$ cat src/hdl/port_pin_mode_pkg.sv
/*
 * Constants for the port two pin function configuration block.
 * Assumes an 8-bit register bank reached over a plain address/strobe port.
 */
// Functional notes
// Write with pointer-load clear stores mode field into selected pin's mode.
// Direction bit zero targets output configuration, one targets input configuration.
// Output modes: 000 normal drive, 011 high drive; others illegal.
// Input modes in low two bits: none, pull-down, pull-up, buffer off.
// Write with pointer-load set saves pin select and direction as read pointer.
// Mode field ignored entirely when pointer-load bit is set.
// Read returns mode of saved pin, direction chosen by saved direction bit.
// Three-bit pin select picks one of eight pins for a mode write.
// Pin select codes map in binary order, 000 to pin zero.
// Separate output and input storage per pin; writes touch only one entry.
package port_pin_mode_pkg;
    // ************************************************************
    // Register map and field layout
    // ************************************************************
    localparam logic [7:0] PORT_TWO_PIN_CONFIG_ADDR = 8'h97;
    localparam logic [7:0] PORT_TWO_PIN_CONFIG_RESET = 8'h00;
    localparam int MODE_FIELD_HI = 7;
    localparam int MODE_FIELD_LO = 5;
    localparam int DIRECTION_BIT = 4;
    localparam int READ_POINTER_LOAD_BIT = 3;
    localparam int PIN_SELECT_HI = 2;
    localparam int PIN_SELECT_LO = 0;
    // ************************************************************
    // Mode codes and reset values
    // ************************************************************
    localparam logic [2:0] OUT_MODE_NORMAL = 3'h0;
    localparam logic [2:0] OUT_MODE_HIGH = 3'h3;
    localparam logic [1:0] IN_MODE_NO_PULL = 2'h0;
    localparam logic [1:0] IN_MODE_PULL_DOWN = 2'h1;
    localparam logic [1:0] IN_MODE_PULL_UP = 2'h2;
    localparam logic [1:0] IN_MODE_BUFFER_OFF = 2'h3;
    localparam logic [2:0] OUT_MODE_RESET = 3'h0;
    localparam logic [1:0] IN_MODE_RESET = 2'h0;
    localparam logic [2:0] POINTER_PIN_RESET = 3'h0;
    localparam logic POINTER_DIR_RESET = 1'b0;
    localparam logic [7:0] UNMAPPED_READ_VALUE = 8'h00;
endpackage : port_pin_mode_pkg

$ cat src/hdl/port_pin_mode_config.sv
/*
 * Pin function configuration for an eight-pin port behind one indirectly
 * addressed register. A write either updates one pin's output or input
 * mode, or loads the read pointer; a read returns the mode that the
 * pointer selects. Every pin keeps its own output and input mode.
 *
 * Assumes one clock, a synchronous active-low reset, and a register
 * master that gives one-cycle strobes, never both at once, and takes
 * read data in the cycle after the read strobe and only there.
 * Pad electrical behaviour and the decoding of illegal output codes
 * live outside this block.
 */
`timescale 1ns/1ps
module port_pin_mode_config #(
    parameter int PIN_COUNT = 8
) (
    // Clock and reset
    input wire logic clock_in,
    input wire logic rst_b_in,
    // Register port
    input wire logic [7:0] addr_in,
    input wire logic [7:0] wdata_in,
    input wire logic write_in,
    input wire logic read_in,
    output logic [7:0] rdata_out,
    // Per-pin modes toward the pads
    output logic [PIN_COUNT*3-1:0] out_mode_out,
    output logic [PIN_COUNT*2-1:0] in_mode_out
);
    // ************************************************************
    // Field decoding
    // ************************************************************
    // Address match shared by the write and the read path
    function automatic logic is_config_addr(input logic [7:0] addr);
        is_config_addr = (addr == port_pin_mode_pkg::PORT_TWO_PIN_CONFIG_ADDR);
    endfunction : is_config_addr

    function automatic logic [2:0] pin_field(input logic [7:0] data);
        pin_field = data[port_pin_mode_pkg::PIN_SELECT_HI:port_pin_mode_pkg::PIN_SELECT_LO];
    endfunction : pin_field

    function automatic logic [2:0] mode_field(input logic [7:0] data);
        mode_field = data[port_pin_mode_pkg::MODE_FIELD_HI:port_pin_mode_pkg::MODE_FIELD_LO];
    endfunction : mode_field

    function automatic logic dir_field(input logic [7:0] data);
        dir_field = data[port_pin_mode_pkg::DIRECTION_BIT];
    endfunction : dir_field

    function automatic logic load_field(input logic [7:0] data);
        load_field = data[port_pin_mode_pkg::READ_POINTER_LOAD_BIT];
    endfunction : load_field

    // One bit per pin; codes past the last pin select nothing
    function automatic logic [PIN_COUNT-1:0] pin_onehot(input logic [2:0] pin);
        pin_onehot = '0;
        for (int i = 0; i < PIN_COUNT; i++) begin
            if (pin == 3'(i)) begin
                pin_onehot[i] = 1'b1;
            end
        end
    endfunction : pin_onehot

    // Mode code in the top field, lower bits read as zero
    function automatic logic [7:0] read_word(input logic [2:0] mode);
        read_word = {mode, 5'h00};
    endfunction : read_word

    // ************************************************************
    // Decoded strobes and fields
    // ************************************************************
    logic write_hit;
    logic read_hit;
    logic mode_write;
    logic ptr_write;
    logic [2:0] wr_pin;
    logic wr_dir;
    logic [2:0] wr_mode;
    logic [PIN_COUNT-1:0] wr_pin_onehot;

    assign write_hit = write_in && is_config_addr(addr_in);
    assign read_hit = read_in && is_config_addr(addr_in);
    assign ptr_write = write_hit && load_field(wdata_in);
    assign mode_write = write_hit && !load_field(wdata_in);
    assign wr_pin = pin_field(wdata_in);
    assign wr_dir = dir_field(wdata_in);
    // Only mode writes consume this; pointer loads never look at it
    assign wr_mode = mode_field(wdata_in);
    assign wr_pin_onehot = pin_onehot(wr_pin);

    // ************************************************************
    // Read pointer
    // ************************************************************
    logic [2:0] ptr_pin_reg;
    logic [2:0] ptr_pin_next;
    logic ptr_dir_reg;
    logic ptr_dir_next;

    always_comb begin
        ptr_pin_next = ptr_pin_reg;
        ptr_dir_next = ptr_dir_reg;
        if (ptr_write) begin
            ptr_pin_next = wr_pin;
            ptr_dir_next = wr_dir;
        end
    end

    always_ff @(posedge clock_in) begin
        if (!rst_b_in) begin
            ptr_pin_reg <= port_pin_mode_pkg::POINTER_PIN_RESET;
            ptr_dir_reg <= port_pin_mode_pkg::POINTER_DIR_RESET;
        end else begin
            ptr_pin_reg <= ptr_pin_next;
            ptr_dir_reg <= ptr_dir_next;
        end
    end

    // ************************************************************
    // Per-pin mode storage
    // ************************************************************
    // Views of every pin's modes for the read multiplexer
    logic [2:0] out_mode_view [PIN_COUNT];
    logic [1:0] in_mode_view [PIN_COUNT];

    genvar g;
    generate
        for (g = 0; g < PIN_COUNT; g++) begin : g_pin
            logic pin_hit;
            logic [2:0] out_mode_reg;
            logic [2:0] out_mode_next;
            logic [1:0] in_mode_reg;
            logic [1:0] in_mode_next;

            // Only the selected pin sees a write; the rest hold
            assign pin_hit = mode_write && wr_pin_onehot[g];

            always_comb begin
                out_mode_next = out_mode_reg;
                in_mode_next = in_mode_reg;
                if (pin_hit) begin
                    if (wr_dir) begin
                        // Top bit of the field has no meaning for input modes
                        in_mode_next = wr_mode[1:0];
                    end else begin
                        // Illegal codes stored as written; the pad decodes them
                        out_mode_next = wr_mode;
                    end
                end
            end

            always_ff @(posedge clock_in) begin
                if (!rst_b_in) begin
                    out_mode_reg <= port_pin_mode_pkg::OUT_MODE_RESET;
                    in_mode_reg <= port_pin_mode_pkg::IN_MODE_RESET;
                end else begin
                    out_mode_reg <= out_mode_next;
                    in_mode_reg <= in_mode_next;
                end
            end

            assign out_mode_view[g] = out_mode_reg;
            assign in_mode_view[g] = in_mode_reg;
        end
    endgenerate

    // ************************************************************
    // Pad outputs
    // ************************************************************
    genvar p;
    generate
        for (p = 0; p < PIN_COUNT; p++) begin : g_pad
            assign out_mode_out[p*3 +: 3] = out_mode_view[p];
            assign in_mode_out[p*2 +: 2] = in_mode_view[p];
        end
    endgenerate

    // ************************************************************
    // Read data
    // ************************************************************
    logic [1:0] sel_in_mode;
    logic [2:0] sel_out_mode;
    logic [PIN_COUNT-1:0] ptr_pin_onehot;
    logic [7:0] rdata_reg;
    logic [7:0] rdata_next;

    assign ptr_pin_onehot = pin_onehot(ptr_pin_reg);

    // AND-OR select keeps a pointer past the last pin reading as zero
    always_comb begin
        sel_in_mode = 2'h0;
        sel_out_mode = 3'h0;
        for (int i = 0; i < PIN_COUNT; i++) begin
            if (ptr_pin_onehot[i]) begin
                sel_in_mode = in_mode_view[i];
                sel_out_mode = out_mode_view[i];
            end
        end
    end

    always_comb begin
        rdata_next = port_pin_mode_pkg::UNMAPPED_READ_VALUE;
        if (read_hit) begin
            if (ptr_dir_reg) begin
                rdata_next = read_word({1'b0, sel_in_mode});
            end else begin
                rdata_next = read_word(sel_out_mode);
            end
        end
    end

    always_ff @(posedge clock_in) begin
        if (!rst_b_in) begin
            rdata_reg <= port_pin_mode_pkg::UNMAPPED_READ_VALUE;
        end else begin
            rdata_reg <= rdata_next;
        end
    end

    // Read data stands for one cycle only, then returns to zero
    assign rdata_out = rdata_reg;
endmodule : port_pin_mode_config

$ cat config.mk
export PLATFORM = sky130hd
export DESIGN_NAME = port_pin_mode_config
export DESIGN_NICKNAME = d
export VERILOG_FILES = /design/src/hdl/port_pin_mode_pkg.sv /design/src/hdl/port_pin_mode_config.sv
export SDC_FILE = /design/constraint.sdc
export NUM_CORES = 1
export LEC_CHECK = 0
export BUFFER_PORTS_ARGS = -buffer_cell sky130_fd_sc_hd__buf_2
export CAP_MARGIN = 0
export CORE_ASPECT_RATIO = 1.75
export CORE_MARGIN = 3
export CORE_UTILIZATION = 58
export CTS_BUF_LIST = sky130_fd_sc_hd__clkbuf_4
export CTS_CLUSTER_DIAMETER = 150
export DETAILED_ROUTE_END_ITERATION = 10
export PLACE_DENSITY = 0.88
export SYNTH_ARGS = -nofsm -noshare
export SYNTH_HDL_FRONTEND = slang
export SYNTH_SLANG_ARGS = --single-unit
$ cat constraint.sdc
create_clock -name clock_in -period 3.3 [get_ports clock_in]
set_clock_uncertainty 0.15 [all_clocks]
set_input_delay 0.33 -clock clock_in [delete_from_list [all_inputs] [get_ports clock_in]]
set_output_delay 0.33 -clock clock_in [all_outputs]
set_load 0.005 [all_outputs]
==> metrics, run 1 <==
Highest Clock Rate 480 MHz; synthesis-stage register bit count 47; Antenna Violating Nets Remaining 0; hold violation total from the final report 0; vertical extent of the die 90.7 µm; HPWL after DPL 4270 µm; source-to-sink clock delay at the later pin of the worst-skew pair 340 ps; EDFF count, synth 0; full die area 4930 µm²; beginning of the worst hold path wdata_in[2]; fraction of post-synthesis cell area in the top cell type by area 39.6%; DRC marker count from the first detailed-route iteration 64; die width 54.4 µm; Overall Global Routing Usage 24.6%; CTS buffer count 5; period utilisation layout 63.1%; buffer levels on the longest clock path 2; maximum fanout along the worst path 16; CTS sink count 47; Cell variety after synth 37; predominant post-synthesis flop cell dfxtp_1; post-synthesis to final-layout area growth 13.6%; antenna violations before repair 0; sequential share of the synthesized area 39.6%; fraction of layout instances using a drive strength above 1 30.2%; via count of the first global-routing pass 1,837; met2 routing resource usage after global routing 39.7%; net total in the final layout 306; count of yosys warnings during synthesis 0; number of max-slew violations in the final report 0; status finished, final reports clean; share of flip-flops with an asynchronous set or reset 0%; Starting Density 60.9%; Static Leakage 1.24 nW; clock tree from TritonCTS built; Filler cells 336; wire length of the first global-routing pass 9060 µm; via count 1,910; via density per instance 5.74; Largest register FFs 24; top cells by area, synth dfxtp_1 40%, mux2i_1 20%, nor2b_1 9.2%, nand2_1 3.9%, mux4_2 2.8%; Critical Path Start Type flop; kind of critical path reg2reg; most congested layer reported by global routing met2; Mapped Cells 233; boundary pin count 68; stage delay of the slowest cell on the critical path 730 ps; max-slew headroom at the worst pin 47.1%; cells traversed along the worst timing path mux4_2, nor2b_1, a211oi_1, a211oi_1; post-CTS clock slew at the launch and capture registers of the worst setup and hold paths 130 ps; maximum number of pins on one net before global-route repair 32; hold crit path type in2reg; routing usage on met1 31.1%; Final setup violation count 0; total length of routed wires 5540 µm; hold-fix buffer count after cts 0; endpoint required time on the critical path 3390 ps; CTS H-Tree Depth 2; time the final worst path needs with I/O delays and setup 2080 ps; Initial DRT Pass Iterations 4; cell with the largest stage delay on the worst path dfxtp_1; Synth Cell Area 2380 µm²; post-DR wirelength/cell 16.6 µm; max cap viols 0; Power Density 321 nW/µm²; post-route cell area 2700 µm²; final-layout setup total negative slack 0 ps; residual overflow from global routing 0; number of gates resized after cts 0; Root Buffer clkbuf_4; Worst Setup End Kind flop; standard cell area after detailed placement 2660 µm²; Inserted Diodes 0; buffers added on ports 62; # DRC 0; leading area contributor after synthesis dfxtp_1; Floorplan Core Area 3900 µm²; most prevalent standard cell on the critical path a211oi_1; Row Count 30; pin slew with the least headroom to its limit 792 ps; Synth Area per Inst 10.2 µm²; number of setup buffers added after CTS 0; maximum resistive drop on vdd 0.319 mV; GR met3 Demand/Resource 3.97%; data arrival time at the worst-slack endpoint 2170 ps; gp weighted congestion 0.847; setup repair after global routing missed its margin no; reg-to-reg critical path startpoint ptr_pin_reg[0]; startpoint of the worst setup timing path ptr_pin_reg[0]
## layout make-up
type	instances	area [µm²]	share of cell area, %
clock buffers	5	37.5	1.39
clock inverters	1	7.51	0.278
inverters	2	7.51	0.278
multi-input cells	167	1330	49.2
flip-flops and latches	47	941	34.8
well taps	48	60.1	2.22
repair buffers	63	318	11.8
## synth_stat cells (3+ instances only)
master	instances
mux4_2	3
buf_2	5
nand4_1	9
mux2i_1	48
dfxtp_1	47
and4bb_2	3
nor2_1	3
nand2_1	25
clkbuf_1	9
mux2_2	4
buf_4	6
nor2b_1	35
o22ai_1	4
a211oi_1	3
nand2b_1	3
## cells in the final DEF, fill, tap and decap left out, types with 3 or more instances in the layout
cell	n
buf_2	62
mux2i_1	48
dfxtp_1	47
nor2b_1	35
nand2_1	25
nand4_1	9
conb_1	5
clkbuf_4	5
mux2_2	4
o22ai_1	4
and4bb_2	3
nor2_1	3
nand2b_1	3
a211oi_1	3
mux4_2	3
## per-stage QoR
step                hold WS, ps  worst slack, ps  std cells  util, %  total power [W]
global placement            309             1350        327     68.0         0.000630
finish                      165             1220        333     69.2         0.000866
CTS                         162             1230        333     69.2         0.000871
detailed placement          315             1250        327     68.0         0.000631
global route                189             1130        333     69.2         0.000899
floorplan                   311             1700        237        -         0.000614
## per-layer routing
metal  share of wire (%)  wire [µm]
met4                 2.6        144
met5                   0          0
met1                  39       2170
met2                  52       2910
met3                 5.7        315
## path summary, 6_finish.rpt
check	slack, ps	cells after the start	end
setup / recovery	1220	4	rdata_out[6]
hold / removal	160	3	ptr_pin_reg[2]
setup reg to reg	1220	4	rdata_out[6]
hold reg to reg	340	2	g_pin[6].in_mode_reg[0]
## kinds of logic (layout without fill, tap and decap cells)
logic type	Yosys count	in the layout	synth area share, %
other cells	1	5	0.158
flops	47	47	39.6
mux	55	55	24.9
buf+inv	23	71	5.16
simple gates	90	90	24.3
compound gates	17	17	5.84
## power by group
part | switching, W | internal, W | leakage (nW)
Sequential | 0.000000170 | 0.000567 | 0.378
Clock | 0.000172 | 0.0000753 | 0.0232
Combinational | 0.0000307 | 0.0000208 | 0.838
## worst max-delay path, delay by kind of cell (launching register included)
family | cells | cell delay [ps]
flops | 1 | 730
mux | 1 | 580
compound gates | 2 | 370
simple gates | 1 | 150
No activity file was read; power rests on OpenSTA's default activity.
==> run 2: changes to the inputs <==
CORE_UTILIZATION = 48   (was 58)
PLACE_DENSITY = 0.78   (was 0.88)
clock period = 1.8 ns   (was 3.3 ns; I/O delays follow)
==> run 2 against run 1 <==
Against the previous run:
- global-route usage shrank 3.1 points
- routed wire length increased by 7.0%
- clock power rose by 100%
- non-clock buffer count rose by 10
- cell area is 3.5% higher
- highest routed layer unchanged
- sequential power increased by 83%
- register-to-register slack worse by 1100 ps
- largest cell class unchanged
==> metrics, run 2 (same netlist as run 1, synthesis figures left out) <==
status finished, final reports clean; Floorplan Core Area 4750 µm²; fraction of layout instances using a drive strength above 1 32.0%; Initial DRT Pass Iterations 5; worst hold path depth 3; Antenna Violating Nets Remaining 0; DRC marker count from the first detailed-route iteration 63; most prevalent standard cell on the critical path nor2b_1; number of setup buffers added after CTS 0; final-layout setup total negative slack 0 ps; post-CTS clock slew at the launch and capture registers of the worst setup and hold paths 140 ps; endpoint required time on the critical path 1920 ps; Worst Setup End Kind flop; maximum fanout along the worst path 5; CTS buffer count 5; sum of buffers and inverters on the critical path 2; HPWL after DPL 4590 µm; proportion of power drawn by the clock network 30.5%; Static Leakage 1.30 nW; kind of cell adding the most delay to the critical path simple AND/OR/NAND/NOR gates; cells traversed along the worst timing path dlygate4sd3_1, buf_2, nor2b_1, nor4b_4, mux2i_1, nor2b_1; wire length of the first global-routing pass 9680 µm; net total in the final layout 316; via density per instance 5.60; Critical Path Start Type primary input; Largest register FFs 24; buffers added on ports 62; number of max-slew violations in the final report 0; kind of critical path in2reg; CTS sink count 47; boundary pin count 68; relative contribution of combinational cells to total power 6.1%; vertical extent of the die 99.1 µm; most frequent standard cell in the layout excluding fill and tap cells buf_2; beginning of the worst hold path wdata_in[2]; placed insts 339; final cell count without fillers 349; Switching Fraction 24.9%; Reg2Reg Capture Point rdata_out[5]; # DRC 0; hold violation total from the final report 0; period utilisation layout 94.8%; buffer levels on the longest clock path 2; total length of routed wires 5920 µm; FF-to-FF setup slack 110 ps; max cap viols 0; Reg power frac 63.3%; Worst Hold Endpoint ptr_pin_reg[2]; Final setup violation count 0; Inserted Diodes 0; setup repair after global routing missed its margin no; time the final worst path needs with I/O delays and setup 1710 ps; internal power 0.00123 W; full die area 5870 µm²; maximum resistive drop on vdd 0.570 mV; source-to-sink clock delay at the later pin of the worst-skew pair 360 ps; Overall Global Routing Usage 21.5%; Switching Power 0.000409 W; Starting Density 50.1%; clock tree from TritonCTS built; maximum number of pins on one net before global-route repair 25; Power Density 588 nW/µm²; hold crit path type in2reg; Row Count 33; Reg2Reg Depth 5; via count of the first global-routing pass 1,960; residual overflow from global routing 0; Highest Clock Rate 586 MHz; stage delay of the slowest cell on the critical path 540 ps; reg-to-reg critical path startpoint ptr_pin_reg[0]; gp weighted congestion 0.836; most frequent cells in the layout 62 x buf_2, 48 x mux2i_1, 47 x dfxtp_1; data arrival time at the worst-slack endpoint 1830 ps; post-DR wirelength/cell 17.0 µm; antenna violations before repair 0; post-synthesis to final-layout area growth 17.6%; Root Buffer clkbuf_4; die width 59.2 µm; CTS H-Tree Depth 2; cell with the largest stage delay on the worst path dlygate4sd3_1; via count 1,954
-- run 2: changes by cell type in the layout (fill, tap and decap cells not counted), sizes merged --
cell | previous run | this run
dlygate4sd3 | 0 | 2
clkinv | 0 | 2
inv | 2 | 3
clkinvlp | 1 | 0
buf | 63 | 71
-- run 2: layout make-up --
cell class                      instances  area [µm²]
Timing Repair Buffer                   73         398
Clock buffer                            5        37.5
Tap cell                               52        65.1
Sequential cell                        47         941
Multi-Input combinational cell        167        1330
Clock inverter                          3        17.5
Inverter                                2        7.51
Fill cell                             439        1950
-- run 2: what timing repair did --
item                                    4_1_cts  5_1_grt
hold buffers                                  2        0
endpoints found under the hold margin         3        0
resized for setup                             0        1
endpoints found under the setup margin        0        1
-- run 2: worst register-to-register path: stages, from the launching register on --
cell	delay (ps)
dfxtp_1	470
buf_4	230
nand2b_1	150
o22ai_1	80
a2111o_1	410
o2bb2ai_1	140
-- run 2: stage by stage --
| step | power, W | worst slack (ps) | utilization [%] | hold slack (ps) | area (µm²) |
|---|---|---|---|---|---|
| after floorplan | 0.00113 | 205 | - | 199 | 2390 |
| after global placement | 0.00116 | 84.9 | 57.3 | 305 | 2720 |
| after detailed placement | 0.00116 | 27.7 | 57.3 | 312 | 2720 |
| after CTS | 0.00167 | 95.5 | 58.9 | 1.95 | 2800 |
| after global routing | 0.00171 | 28.0 | 58.9 | 33.3 | 2800 |
| final | 0.00164 | 93.0 | 58.9 | 9.27 | 2800 |
-- run 2: routing by layer --
layer  track usage [%]  share of wire [%]
met3              4.29                4.5
met1              25.6                 40
met5                 0                  0
met2              36.3                 53
met4              9.08                2.6
-- run 2: how the worst max path moves through the flow --
| stage | from | slack, ps | to | cells past startpoint |
|---|---|---|---|---|
| after detailed placement | addr_in[6] | 30 | g_pin[6].in_mode_reg[0] | 5 |
| after CTS | ptr_pin_reg[0] | 100 | rdata_out[5] | 5 |
| after global placement | addr_in[6] | 80 | g_pin[6].in_mode_reg[1] | 5 |
| after floorplan | ptr_pin_reg[0] | 200 | rdata_out[6] | 5 |
| final | wdata_in[4] | 90 | g_pin[7].out_mode_reg[0] | 6 |
| after global routing | ptr_pin_reg[0] | 30 | rdata_out[5] | 5 |
-- run 2: power groups by stage --
stage | clock network, W | registers, W | logic, W
after CTS | 0.000525 | 0.00104 | 0.0000997
final | 0.000502 | 0.00104 | 0.000101
after detailed placement | 0 | 0.00106 | 0.0000956
after floorplan | 0 | 0.00106 | 0.0000623
after global routing | 0.000561 | 0.00104 | 0.000109
after global placement | 0 | 0.00106 | 0.0000943
